`src/verilog/tx_path_pkg.sv`:
```
// Overview of operation
// - Two command words precede every buffer
// - Packet bounds come from command control bits
// - Packet tag copied into status word
// - Differing second words set error flag
// - Byte count mismatch sets error flag
// - Payload starts at offset, earlier bytes dropped
// - Each buffer applies its own offset
// - Padding up to end alignment is dropped
// - Buffers accepted in whole burst multiples
// - Completion bit raises flag once buffer loaded
// - Status word posted after every packet while status FIFO has room
// - Status words read by register reads
// - Interrupt when status count reaches threshold
// - Overfilling data FIFO sets error flag
// - Two 16-bit writes form one word
// - Command bit 31 requests completion flag
`default_nettype none
package tx_path_pkg;
  localparam logic [7:0] ADDR_TX_WORD = 8'h00;
  localparam logic [7:0] ADDR_TX_HALF = 8'h04;
  localparam logic [7:0] ADDR_STATUS = 8'h08;
  localparam logic [7:0] ADDR_SPACE_INFO = 8'h0c;
  localparam logic [7:0] ADDR_FLAGS = 8'h10;
  localparam logic [7:0] ADDR_CTRL = 8'h14;
  localparam int CMD_IOC_BIT = 31;
  localparam int CMD_ALIGN_LSB = 24;
  localparam int CMD_OFFSET_LSB = 16;
  localparam int CMD_FIRST_BIT = 13;
  localparam int CMD_LAST_BIT = 12;
  localparam int LEN_W = 11;
  localparam int TAG_LSB = 16;
  localparam int FLAG_ERR_BIT = 0;
  localparam int FLAG_DONE_BIT = 1;
  localparam int CTRL_ERR_EN_BIT = 0;
  localparam int CTRL_DONE_EN_BIT = 1;
  localparam int CTRL_STAT_EN_BIT = 2;
  localparam int CTRL_THR_LSB = 8;
  localparam logic [31:0] CTRL_RESET = 32'h0000_0000;
  localparam logic [31:0] CTRL_MASK = 32'h0000_ff07;
  localparam logic [1:0] ALIGN_16 = 2'h1;
  localparam logic [1:0] ALIGN_32 = 2'h2;
  localparam logic [11:0] ALIGN_MASK_4 = 12'h003;
  localparam logic [11:0] ALIGN_MASK_16 = 12'h00f;
  localparam logic [11:0] ALIGN_MASK_32 = 12'h01f;
  localparam int DATA_FIFO_DEPTH = 16;
  localparam int STAT_FIFO_DEPTH = 8;
  typedef enum logic [1:0] {
    ST_CMD_A = 2'b00,
    ST_CMD_B = 2'b01,
    ST_DATA = 2'b10
  } parse_state_t;
endpackage
`default_nettype wire

```
`src/verilog/sync_fifo.sv`:
```
`default_nettype none
module sync_fifo #(
  parameter int WIDTH = 32,
  parameter int DEPTH = 16,
  localparam int AW = $clog2(DEPTH),
  localparam int CW = $clog2(DEPTH + 1)
) (
  input wire logic clk,
  input wire logic rstn,
  input wire logic inValid,
  input wire logic [WIDTH-1:0] inData,
  output logic inReady,
  output logic outValid,
  output logic [WIDTH-1:0] outData,
  input wire logic outReady,
  output logic [CW-1:0] count
);
  if (DEPTH < 2 || (1 << AW) != DEPTH) begin : bad_depth
    $error("DEPTH must be a power of two, at least 2");
  end

  logic [WIDTH-1:0] mem [DEPTH];
  logic [AW-1:0] rdIdx;
  logic [AW-1:0] wrIdx;
  logic [CW-1:0] used;

  wire doPush = inValid & inReady;
  wire doPop = outValid & outReady;

  assign inReady = used != CW'(DEPTH);
  assign outValid = used != '0;
  assign outData = mem[rdIdx];
  assign count = used;

  always_ff @(posedge clk or negedge rstn) begin
    if (!rstn) begin
      rdIdx <= '0;
      wrIdx <= '0;
      used <= '0;
    end else begin
      if (doPush) wrIdx <= wrIdx + AW'(1);
      if (doPop) rdIdx <= rdIdx + AW'(1);
      used <= used + CW'(doPush) - CW'(doPop);
    end
  end

  // Storage needs no reset; the count guards it
  always_ff @(posedge clk) begin
    if (doPush) mem[wrIdx] <= inData;
  end
endmodule // sync_fifo
`default_nettype wire

```
`src/verilog/halfword_pairer.sv`:
```
`default_nettype none
module halfword_pairer (
  input wire logic clk,
  input wire logic rstn,
  input wire logic halfValid,
  input wire logic [15:0] halfData,
  output logic wordValid,
  output logic [31:0] word
);
  logic haveLow;
  logic [15:0] low;

  // Low half first, then high half
  always_ff @(posedge clk or negedge rstn) begin
    if (!rstn) begin
      haveLow <= 1'b0;
      low <= 16'h0000;
      wordValid <= 1'b0;
      word <= 32'h0000_0000;
    end else begin
      wordValid <= halfValid & haveLow;
      if (halfValid) begin
        if (haveLow) word <= {halfData, low};
        else low <= halfData;
        haveLow <= ~haveLow;
      end
    end
  end
endmodule // halfword_pairer
`default_nettype wire

```
`src/verilog/tx_fifo_command_datapath.sv`:
```
// Local design decisions: the register offsets and register access over APB.
`default_nettype none
module tx_fifo_command_datapath #(
  parameter int DATA_DEPTH = tx_path_pkg::DATA_FIFO_DEPTH,
  parameter int STAT_DEPTH = tx_path_pkg::STAT_FIFO_DEPTH
) (
  input wire logic clk,
  input wire logic rstn,
  input wire logic psel,
  input wire logic penable,
  input wire logic pwrite,
  input wire logic [7:0] paddr,
  input wire logic [31:0] pwdata,
  output logic [31:0] prdata,
  output logic pready,
  output logic pslverr,
  output logic txValid,
  output logic [31:0] txData,
  output logic [3:0] txByteEn,
  output logic txLast,
  input wire logic txReady,
  output logic irq
);
  localparam int DCW = $clog2(DATA_DEPTH + 1);
  localparam int SCW = $clog2(STAT_DEPTH + 1);
  localparam int EW = 37;

  if (DATA_DEPTH > 65535) begin : bad_data_depth
    $error("DATA_DEPTH does not fit the space field");
  end
  if (STAT_DEPTH > 255) begin : bad_stat_depth
    $error("STAT_DEPTH does not fit the count field");
  end

  function automatic logic [3:0] byteMask(input logic [11:0] base, input logic [11:0] first,
                                          input logic [11:0] stop);
    logic [3:0] m;
    logic [11:0] p;
    m = 4'h0;
    p = 12'h000;
    for (int k = 0; k < 4; k++) begin
      p = base + 12'(k);
      m[k] = (p >= first) && (p < stop);
    end
    return m;
  endfunction

  function automatic logic [2:0] byteCount(input logic [3:0] m);
    return 3'({2'b00, m[0]} + {2'b00, m[1]} + {2'b00, m[2]} + {2'b00, m[3]});
  endfunction

  function automatic logic [11:0] alignMask(input logic [1:0] sel);
    if (sel == tx_path_pkg::ALIGN_16) return tx_path_pkg::ALIGN_MASK_16;
    if (sel == tx_path_pkg::ALIGN_32) return tx_path_pkg::ALIGN_MASK_32;
    return tx_path_pkg::ALIGN_MASK_4;
  endfunction

  tx_path_pkg::parse_state_t state, next_state;
  logic [31:0] cmdA;
  logic [31:0] cmdB;
  logic [31:0] markerWord;
  logic [31:0] ctrl;
  logic [9:0] wordIdx;
  logic [9:0] bufWords;
  logic [11:0] pktBytes;
  logic pktErr;
  logic markerPend;
  logic errFlag;
  logic doneFlag;

  // Bus decode
  wire apbSetup = psel & ~penable;
  wire apbCommit = psel & penable & pready;
  wire hitWord = paddr == tx_path_pkg::ADDR_TX_WORD;
  wire hitHalf = paddr == tx_path_pkg::ADDR_TX_HALF;
  wire hitStatus = paddr == tx_path_pkg::ADDR_STATUS;
  wire hitSpace = paddr == tx_path_pkg::ADDR_SPACE_INFO;
  wire hitFlags = paddr == tx_path_pkg::ADDR_FLAGS;
  wire hitCtrl = paddr == tx_path_pkg::ADDR_CTRL;
  wire addrKnown = hitWord | hitHalf | hitStatus | hitSpace | hitFlags | hitCtrl;
  wire wordWrite = apbCommit & pwrite & hitWord;
  wire halfWrite = apbCommit & pwrite & hitHalf;
  wire flagWrite = apbCommit & pwrite & hitFlags;
  wire ctrlWrite = apbCommit & pwrite & hitCtrl;
  wire statPop = apbCommit & ~pwrite & hitStatus;

  // Word source: direct word write or a completed half pair
  wire pairValid;
  wire [31:0] pairWord;
  wire wordIn = wordWrite | pairValid;
  wire [31:0] wordVal = pairValid ? pairWord : pwdata;

  wire inCmdA = (state == tx_path_pkg::ST_CMD_A) & wordIn;
  wire inCmdB = (state == tx_path_pkg::ST_CMD_B) & wordIn;
  wire inData = (state == tx_path_pkg::ST_DATA) & wordIn;

  // Buffer geometry
  wire [11:0] startByte = {7'h00, cmdA[tx_path_pkg::CMD_OFFSET_LSB +: 5]};
  wire [11:0] endByte = startByte + {1'b0, cmdA[tx_path_pkg::LEN_W-1:0]};
  wire [11:0] am = alignMask(cmdA[tx_path_pkg::CMD_ALIGN_LSB +: 2]);
  wire [11:0] roundEnd = (endByte + am) & ~am;
  wire [9:0] nextWords = roundEnd[11:2];
  wire [11:0] base = {wordIdx, 2'b00};
  wire [3:0] mask = inData ? byteMask(base, startByte, endByte) : 4'h0;
  wire [11:0] bytesNow = pktBytes + {9'h000, byteCount(mask)};
  wire lastSeg = cmdA[tx_path_pkg::CMD_LAST_BIT];
  wire firstSeg = cmdA[tx_path_pkg::CMD_FIRST_BIT];
  wire lastWord = wordIdx == (bufWords - 10'h001);
  wire finish = (inCmdB & (nextWords == 10'h000)) | (inData & lastWord);
  wire pktEnd = finish & lastSeg;
  wire [31:0] cmdBNow = (state == tx_path_pkg::ST_CMD_B) ? wordVal : cmdB;

  // Later buffers must repeat the previous second word
  wire cmdBBad = inCmdB & ~firstSeg & (wordVal != cmdB);
  wire lenBad = pktEnd & (bytesNow != {1'b0, cmdBNow[tx_path_pkg::LEN_W-1:0]});

  // Zero masks are offset or padding words and never enter the FIFO
  wire dataPush = mask != 4'h0;
  wire markerPush = markerPend & ~dataPush;
  wire fifoInReady;
  wire overflow = dataPush & ~fifoInReady;
  wire pktFail = pktErr | cmdBBad | lenBad | overflow;
  wire [31:0] next_markerWord = {cmdBNow[tx_path_pkg::TAG_LSB +: 16], pktFail, 4'h0,
                                 bytesNow[tx_path_pkg::LEN_W-1:0]};
  wire [EW-1:0] fifoIn = dataPush ? {1'b0, mask, wordVal} : {1'b1, 4'h0, markerWord};
  wire errSet = overflow | cmdBBad | lenBad;
  wire doneSet = finish & cmdA[tx_path_pkg::CMD_IOC_BIT];

  // Drain side
  wire fifoOutValid;
  wire [EW-1:0] fifoOut;
  wire [DCW-1:0] dataCount;
  wire loadOut = fifoOutValid & (~txValid | txReady);
  wire statPush = txValid & txReady & txLast;
  wire statInReady;
  wire statOutValid;
  wire [31:0] statOut;
  wire [SCW-1:0] statCount;

  // Register read selection
  wire [15:0] dataFree = 16'(DATA_DEPTH) - 16'(dataCount);
  wire [7:0] statCount8 = 8'(statCount);
  wire [31:0] spaceInfo = {8'h00, statCount8, dataFree};
  wire [31:0] flagsWord = {30'h0000_0000, doneFlag, errFlag};
  wire [31:0] statRead = statOutValid ? statOut : 32'h0000_0000;
  wire [31:0] readMux = hitStatus ? statRead :
                        hitSpace ? spaceInfo :
                        hitFlags ? flagsWord :
                        hitCtrl ? (ctrl & tx_path_pkg::CTRL_MASK) : 32'h0000_0000;
  wire statReached = statCount8 >= ctrl[tx_path_pkg::CTRL_THR_LSB +: 8];
  wire next_irq = (errFlag & ctrl[tx_path_pkg::CTRL_ERR_EN_BIT]) |
                  (doneFlag & ctrl[tx_path_pkg::CTRL_DONE_EN_BIT]) |
                  (statReached & ctrl[tx_path_pkg::CTRL_STAT_EN_BIT]);

  always_comb begin
    next_state = state;
    case (state)
      tx_path_pkg::ST_CMD_A: if (wordIn) next_state = tx_path_pkg::ST_CMD_B;
      tx_path_pkg::ST_CMD_B: begin
        if (wordIn) next_state = (nextWords == 10'h000) ? tx_path_pkg::ST_CMD_A
                                                        : tx_path_pkg::ST_DATA;
      end
      tx_path_pkg::ST_DATA: if (finish) next_state = tx_path_pkg::ST_CMD_A;
      default: next_state = tx_path_pkg::ST_CMD_A;
    endcase
  end

  halfword_pairer u_pairer (
    .clk(clk),
    .rstn(rstn),
    .halfValid(halfWrite),
    .halfData(pwdata[15:0]),
    .wordValid(pairValid),
    .word(pairWord)
  );

  sync_fifo #(.WIDTH(EW), .DEPTH(DATA_DEPTH)) u_data_fifo (
    .clk(clk),
    .rstn(rstn),
    .inValid(dataPush | markerPush),
    .inData(fifoIn),
    .inReady(fifoInReady),
    .outValid(fifoOutValid),
    .outData(fifoOut),
    .outReady(loadOut),
    .count(dataCount)
  );

  // A full status FIFO drops the word; software should keep it drained
  sync_fifo #(.WIDTH(32), .DEPTH(STAT_DEPTH)) u_stat_fifo (
    .clk(clk),
    .rstn(rstn),
    .inValid(statPush),
    .inData(txData),
    .inReady(statInReady),
    .outValid(statOutValid),
    .outData(statOut),
    .outReady(statPop),
    .count(statCount)
  );

  always_ff @(posedge clk or negedge rstn) begin
    if (!rstn) begin
      state <= tx_path_pkg::ST_CMD_A;
      cmdA <= 32'h0000_0000;
      cmdB <= 32'h0000_0000;
      bufWords <= 10'h000;
      wordIdx <= 10'h000;
    end else begin
      state <= next_state;
      if (inCmdA) cmdA <= wordVal;
      if (inCmdB) cmdB <= wordVal;
      if (inCmdB) bufWords <= nextWords;
      if (inCmdB) wordIdx <= 10'h000;
      else if (inData) wordIdx <= wordIdx + 10'h001;
    end
  end

  always_ff @(posedge clk or negedge rstn) begin
    if (!rstn) begin
      pktBytes <= 12'h000;
      pktErr <= 1'b0;
    end else if ((inCmdA & wordVal[tx_path_pkg::CMD_FIRST_BIT]) | pktEnd) begin
      pktBytes <= 12'h000;
      pktErr <= 1'b0;
    end else begin
      if (inData) pktBytes <= bytesNow;
      pktErr <= pktErr | cmdBBad | overflow;
    end
  end

  // Marker closes the packet in the FIFO, pushed from the cycle after the packet's last buffer word, once the FIFO has room
  always_ff @(posedge clk or negedge rstn) begin
    if (!rstn) begin
      markerPend <= 1'b0;
      markerWord <= 32'h0000_0000;
    end else if (pktEnd) begin
      markerPend <= 1'b1;
      markerWord <= next_markerWord;
    end else if (markerPush & fifoInReady) begin
      markerPend <= 1'b0;
    end
  end

  // Set wins over a simultaneous write-one clear
  always_ff @(posedge clk or negedge rstn) begin
    if (!rstn) begin
      errFlag <= 1'b0;
      doneFlag <= 1'b0;
      ctrl <= tx_path_pkg::CTRL_RESET;
      irq <= 1'b0;
    end else begin
      errFlag <= errSet | (errFlag & ~(flagWrite & pwdata[tx_path_pkg::FLAG_ERR_BIT]));
      doneFlag <= doneSet | (doneFlag & ~(flagWrite & pwdata[tx_path_pkg::FLAG_DONE_BIT]));
      if (ctrlWrite) ctrl <= pwdata;
      irq <= next_irq;
    end
  end

  // Zero wait states: read data is sampled during setup
  always_ff @(posedge clk or negedge rstn) begin
    if (!rstn) begin
      pready <= 1'b0;
      pslverr <= 1'b0;
      prdata <= 32'h0000_0000;
    end else begin
      pready <= apbSetup;
      pslverr <= apbSetup & ~addrKnown;
      if (apbSetup) prdata <= readMux;
    end
  end

  always_ff @(posedge clk or negedge rstn) begin
    if (!rstn) begin
      txValid <= 1'b0;
      txData <= 32'h0000_0000;
      txByteEn <= 4'h0;
      txLast <= 1'b0;
    end else if (loadOut) begin
      txValid <= 1'b1;
      txData <= fifoOut[31:0];
      txByteEn <= fifoOut[35:32];
      txLast <= fifoOut[36];
    end else if (txReady) begin
      txValid <= 1'b0;
    end
  end
endmodule // tx_fifo_command_datapath
`default_nettype wire

```
`config.mk`:
```
export PLATFORM = sky130hd
export DESIGN_NAME = tx_fifo_command_datapath
export DESIGN_NICKNAME = d
export VERILOG_FILES = /design/src/verilog/tx_path_pkg.sv /design/src/verilog/sync_fifo.sv /design/src/verilog/halfword_pairer.sv /design/src/verilog/tx_fifo_command_datapath.sv
export SDC_FILE = /design/constraint.sdc
export NUM_CORES = 2
export LEC_CHECK = 0
export BUFFER_PORTS_ARGS = -buffer_cell sky130_fd_sc_hd__buf_4
export CAP_MARGIN = 25
export CORE_MARGIN = 3
export CORE_UTILIZATION = 30
export DETAILED_ROUTE_END_ITERATION = 16
export GPL_ROUTABILITY_DRIVEN = 0
export PLACE_DENSITY_LB_ADDON = 0.05
export SKIP_CTS_REPAIR_TIMING = 1
export SLEW_MARGIN = 40
export SYNTH_ARGS = -nofsm -noshare
export SYNTH_HDL_FRONTEND = slang
export SYNTH_HIERARCHICAL = 1
export SYNTH_SLANG_ARGS = --single-unit
```
`constraint.sdc`:
```
create_clock -name clk -period 9.9 [get_ports clk]
set_input_delay 0.495 -clock clk [delete_from_list [all_inputs] [get_ports clk]]
set_output_delay 0.495 -clock clk [all_outputs]
set_load 0.01 [all_outputs]
```
After elaboration in Yosys (flattened, before gate mapping)
Memories as Yosys holds them, arrays and structs flattened. A register that Yosys moved wholly into a read port is not among the register bits.
Cells that the tools add are included.
- register bits: 255
- latch bits: 0
- RAM bits: 848
- memory bits (read-only): 0
- input port bits: 46
- output and inout bits: 73
- word-level logic and storage cells: 199
- memories kept: 2
- add/subtract/negate cells: 20
- multipliers: 0
- div/mod/pow operators: 0
- order comparisons: 9
- equal/unequal tests: 17
- shift operators: 0
- mux-type cells: 34
- bitwise operators: 72
- reduce and logical (&&, ||, !) cells: 18
- memories (name ; words ; width ; read ports ; clocked after memory_dff ; write ports ; RTL line ; RTL):
    u_data_fifo.mem ; 16 ; 37 ; 1 ; 1 ; 1 ; sync_fifo.sv:22 ; logic [WIDTH-1:0] mem [DEPTH];
    u_stat_fifo.mem ; 8 ; 32 ; 1 ; 0 ; 1 ; sync_fifo.sv:22 ;
- operator list (operator ; count):
    32-bit 2-to-1 mux ; 4
    12-bit 2-to-1 mux ; 6
    12-bit by 5-bit >= comparator with 1-bit output ; 4
    12-bit < comparator ; 4
    1-bit AND ; 40
    37-bit 2-to-1 mux ; 1
    16-bit 2-to-1 mux ; 2
    32-bit != test ; 1
    12-bit by 2-bit adder with 12-bit output (second input constant) ; 2
    10-bit 2-to-1 mux ; 2
    20-bit 2-to-1 mux ; 1
    1-bit OR ; 20
    8-bit by 4-bit equality test with 1-bit output (second input constant) ; 2
    8-bit by 5-bit equality test with 1-bit output (second input constant) ; 2
    12-bit by 1-bit adder with 12-bit output (second input constant) ; 1
    12-bit adder ; 1
    12-bit by 3-bit adder with 12-bit output ; 1
    5-bit by 11-bit adder with 12-bit output ; 1
    12-bit AND ; 1
    1-bit 2-to-1 mux ; 12
    12-bit by 11-bit != test with 1-bit output ; 1
    12-bit NOT ; 1
    10-bit by 1-bit adder with 10-bit output (second input constant) ; 1
    10-bit equality test ; 1
    32 further kinds ; 58

Depth between registers and ports, before layout
- word-level depth: 15
- depth in mapped cells: 30
- mapped depth without buffers: 28

Modules after synthesis
Netlist, hierarchy kept.
- modules (own cells, without submodules) (module ; instances ; cells an instance ; area an instance (um2)):
    sync_fifo (u_data_fifo) ; 1 ; 1150 ; 23420.0
    tx_fifo_command_datapath ; 1 ; 1230 ; 11846.4
    sync_fifo (u_stat_fifo) ; 1 ; 425 ; 10304.9
    halfword_pairer ; 1 ; 107 ; 1900.6

Worst setup path before layout
No wires, ideal clock.
- path kind: reg-to-reg
- from: reg cmdA[16]
- to: mem u_data_fifo/mem[0][0] (netlist name), enable pin
- arrival time: 7.795 ns
- data required time: 9.376 ns
- path slack: 1.581 ns
- stages on the path, launching flop included: 22
- path buffers: 3
- path through: dfrtp_1 ha_1 fa_1 a211o_1 a21oi_1 nor2_1 xnor2_1 ha_1 nand3_1 nor3_1 or4_1 a311o_1 a311oi_1 o21a_1 buf_4 nand2_2 buf_6 nand2b_1 and2_1 buf_2 inv_2 nor4_1
- word-level cells in the longest chain between the ends: 11
- ends and longest elaborated chain (element ; RTL line ; RTL):
    start, declared ; tx_fifo_command_datapath.sv:59 ; logic [31:0] cmdA;
    start signal, assigned ; tx_fifo_command_datapath.sv:211 ; if (inCmdA) cmdA <= wordVal;
    5-bit by 11-bit adder with 12-bit output ; tx_fifo_command_datapath.sv:99 ; wire [11:0] endByte = startByte + {1'b0, cmdA[tx_path_pkg::LEN_W-1:0]};
    12-bit < comparator ; tx_fifo_command_datapath.sv:43 ; m[k] = (p >= first) && (p < stop);
    1-bit logical AND ; tx_fifo_command_datapath.sv:43 ;
    4-bit 2-to-1 mux (*) ; tx_fifo_command_datapath.sv:104 ; wire [3:0] mask = inData ? byteMask(base, startByte, endByte) : 4'h0;
    4-bit nonzero test (*) ; tx_fifo_command_datapath.sv:118 ; wire dataPush = mask != 4'h0;
    1-bit NOT ; tx_fifo_command_datapath.sv:119 ; wire markerPush = markerPend & ~dataPush;
    1-bit AND ; tx_fifo_command_datapath.sv:119 ;
    1-bit OR (*) ; tx_fifo_command_datapath.sv:180 ; .inValid(dataPush | markerPush),
    1-bit AND (*) ; sync_fifo.sv:27 ; wire doPush = inValid & inReady;
    1-bit 2-to-1 mux (*) ; sync_fifo.sv:49 ; if (doPush) mem[wrIdx] <= inData;
    1-bit 2-to-1 mux (not written as such) (*) ; sync_fifo.sv:49 ;
    end, declared ; sync_fifo.sv:22 ;
Mark *: on every way between the ends. The rest lies on a longest branch, timed or not.

Worst setup path in the final report
- from: reg cmdA[16]
- to: reg markerWord[15]
- word-level cells in the longest chain between the ends: 12
- ends and longest elaborated chain (element ; RTL line ; RTL):
    5-bit by 11-bit adder with 12-bit output ; tx_fifo_command_datapath.sv:99 ;
    12-bit < comparator ; tx_fifo_command_datapath.sv:43 ;
    1-bit logical AND ; tx_fifo_command_datapath.sv:43 ;
    4-bit 2-to-1 mux ; tx_fifo_command_datapath.sv:104 ;
    1-bit by 1-bit adder with 2-bit output ; tx_fifo_command_datapath.sv:49 ; return 3'({2'b00, m[0]} + {2'b00, m[1]} + {2'b00, m[2]} + {2'b00, m[3]});
    2-bit by 1-bit adder with 3-bit output ; tx_fifo_command_datapath.sv:49 ;
    3-bit by 1-bit adder with 3-bit output ; tx_fifo_command_datapath.sv:49 ;
    12-bit by 3-bit adder with 12-bit output ; tx_fifo_command_datapath.sv:105 ; wire [11:0] bytesNow = pktBytes + {9'h000, byteCount(mask)};
    12-bit by 11-bit != test with 1-bit output ; tx_fifo_command_datapath.sv:115 ; wire lenBad = pktEnd & (bytesNow != {1'b0, cmdBNow[tx_path_pkg::LEN_W-1:0]});
    1-bit AND ; tx_fifo_command_datapath.sv:115 ;
    1-bit OR (2 in a row) ; tx_fifo_command_datapath.sv:122 ; wire pktFail = pktErr | cmdBBad | lenBad | overflow;
    end signal, assigned ; tx_fifo_command_datapath.sv:239 ; markerWord <= next_markerWord;
    end, declared ; tx_fifo_command_datapath.sv:61 ; logic [31:0] markerWord;
Parallel ways exist; a longest one is shown, timed or not.
A chain may end at the register's enable or synchronous reset.

==> out/qor.yml <==
seq_power_share_pct: 45.5
avgSynthCellArea_sq_um: 16.3
ys_top_cells_by_area: "edfxtp_1 54%, dfrtp_1 15%, mux4_2 5.4%, mux2i_1 4.3%, mux2_2 3.1%"
cts_made_buffers: 137
ant_nets: 0
grt_use_total_pct: 17.6
dieWidth_um: 404
outcome: "finished clean"
place_ws_ps: 1720
synth_enable_flop_cells: 848
path_clk_slew_ps: 60
critical_path.startpoint: "cmdA[16]"
io_buffers: 118
peakVddDrop_mv: 0.164
synthFlopType: "edfxtp_1"
p_sw_mw: 3.61
num_rows: 145
fmax_mhz: 122
critical_path.top_delay_family: "compound AO/OA/AOI/OAI gates"
critPathBufInv: 3
tightest_slew_ps: 846
dp.cells: 5026
routed_via_density: 4.99
fp.dieH_um: 404
cp_max_fo: 17
crit_top_cell: "fa_1"
cp-end-kind: "register"
hp-class: "input pin to register"
grt_start_max_net_pins: 143
setup_tns_ps: 0
cp-start-kind: "register"
maxCapViolations: 0
postLayoutCoreUtil_pct: 35.5
critPathKind: "register to register"
start_util_pct: 30.3
synthArstFlopShare_pct: 24.6
pin_count: 119
cts_tree: "yes"
swShare_pct: 28.8
coreArea_sq_mm: 0.157
leakage_nw: 20.5
antenna_found_initial: 13
cpMaxStageDelayCell: "o21a_1"
fin_ws_ps: 1680
ys_types: 82
setup_viol: 0
synth_area_sq_mm: 0.0475
grt_pass1_wl_um: 206000
clock-sinks: 1124
period_share_pct: 83.0
overflow: 0
rsz0062_at_grt: "false"
worstPathRequired_ps: 10510
cts_buffer_depth: 3
fin_crit_ps: 8220
arrival_ps: 8830
clockPowerShare_pct: 38.6
yosys.area.top_type: "edfxtp_1"
drt_drc_violations_left: 0
insertion_delay_ps: 760
power_density_mw_per_mm2: 225
yosysSeqAreaShare_pct: 68.2
power.total_mw: 12.5
reg2reg_from: "cmdA[16]"
ys_warn_count: 6
cts-root-buf: "clkbuf_16"
skew_ps: 29.2
hold_viol: 0
synth_top_area_share_pct: 53.6
dp_hpwl_um: 89700
cts-htree-levels: 4
hold_path.startpoint: "paddr[3]"
drtPass1Iterations: 5
wl_um: 144000
dieArea_sq_mm: 0.163
use_met2_pct: 29.0
synthTopCellsByCount: "848 x edfxtp_1, 276 x dfrtp_1, 205 x mux2i_1, 168 x nand2_1, 130 x mux2_2"
p_int_mw: 8.94
slew_headroom_pct: 43.6
final_cells: 5296
timing.final.max_slew_violations: 0
grt_pass1_vias: 27209
slowest_delay_ps: 580
areaGrowthSynthToFinish_pct: 17.3
fin_nets: 3217
synthCells: 2912
yosysMostFrequentCell: "edfxtp_1"
drive_above_1_share_pct: 23.8
synth_nets: 3011
comb_power_share_pct: 15.9
top_usage_layer: "met2"
drt_iter0_markers: 1797
routedWlPerCell_um: 27.2
met1_usage_pct: 24.3
routed-via-count: 26413
ys_ff_latch: 1124
grt_util_met3_pct: 2.82
-- metal layers --
layer	vias to the layer above	wire length (um)
met2	477	69300
met3	173	4960
li1	11767	-
met4	0	3240
met1	13996	66400
met5	-	0
-- flip-flops by register name, indices dropped and copies added (netlist names), 4 cells and up --
signal,cells
wordIdx,10
ctrl,11
u_data_fifo/wrIdx,4
u_data_fifo/rdIdx,4
u_data_fifo/count,5
cmdB,32
markerWord,28
u_pairer/word,32
prdata,32
txData,32
u_stat_fifo/count,4
u_pairer/low,16
pktBytes,12
txByteEn,4
u_stat_fifo/mem,256
bufWords,10
cmdA,21
u_data_fifo/mem,592
-- cell type report --
type / count / area [sq um]
Clock inverter: 71 / 649
Timing Repair Buffer: 229 / 1870
Antenna cell: 6 / 15.0
Inverter: 75 / 282
Fill cell: 14867 / 101000
Clock buffer: 182 / 3700
Tap cell: 2058 / 2570
Sequential cell: 1124 / 32400
Multi-Input combinational cell: 1551 / 14200
-- cells by family after synthesis --
family / count (synthesis) / share of synthesized area, %
fa+ha+maj: 53 / 1.49
flops: 1124 / 68.2
mux: 494 / 14.8
compound gates: 412 / 5.87
buf+inv: 237 / 2.49
xor+xnor: 124 / 2.35
simple gates: 468 / 4.81
-- power by group through the flow --
stage	logic (mW)	registers [mW]	clock network [mW]
finish	2.00	5.71	4.84
global route	2.16	5.76	5.21
CTS	2.05	5.73	5.01
detailed placement	2.05	5.82	0
global placement	2.01	5.80	0
floorplan	1.24	5.63	0
-- worst min-delay path: cells and delay by family --
| kind | cells | cell delay (ps) |
|---|---|---|
| buffers and inverters | 1 | 110 |
| AND/OR/NAND/NOR | 1 | 70 |
| AO/OA/AOI/OAI | 1 | 60 |
-- through the flow --
| stage | hold slack, ps | instance area [sq um] |
|---|---|---|
| finish | 29.9 | 55700 |
| global route | 0.686 | 55700 |
| CTS | -280 | 55500 |
| detailed placement | 459 | 51100 |
| global placement | 455 | 51000 |
| floorplan | 199 | 47500 |
-- worst paths after layout --
path | endpoint | slack, ps | cells past startpoint
max reg2reg | markerWord[15] | 1680 | 29
min in group asynchronous | prdata[5] | 340 | 2
min | pslverr | 30 | 3
max | markerWord[15] | 1680 | 29
min reg2reg | prdata[20] | 470 | 2
max in group asynchronous | u_pairer/wordValid | 8170 | 4
-- cell usage in the layout, fill, tap and decap left out, types with 10 or more instances in the layout --
| master | count |
|---|---|
| nor2_1 | 82 |
| clkbuf_16 | 139 |
| xnor2_1 | 63 |
| mux4_2 | 113 |
| a22oi_1 | 49 |
| inv_1 | 73 |
| nor3_1 | 12 |
| o21ai_0 | 119 |
| mux2_2 | 130 |
| nand2b_1 | 14 |
| dlygate4sd3_1 | 10 |
| a21oi_1 | 72 |
| a221oi_1 | 80 |
| nor3b_1 | 10 |
| dfrtp_1 | 269 |
| nand2_1 | 167 |
| nand3_1 | 45 |
| buf_4 | 205 |
| nor2_4 | 12 |
| ha_1 | 47 |
| and2_1 | 11 |
| clkinv_2 | 33 |
| mux2i_1 | 196 |
| nand4_1 | 19 |
| xor2_1 | 59 |
| mux2_4 | 20 |
| clkinv_1 | 16 |
| edfxtp_1 | 848 |
| clkbuf_1 | 37 |
| and3_1 | 21 |
| mux4_1 | 25 |
Note: power is estimated with default switching activity, not from simulation.
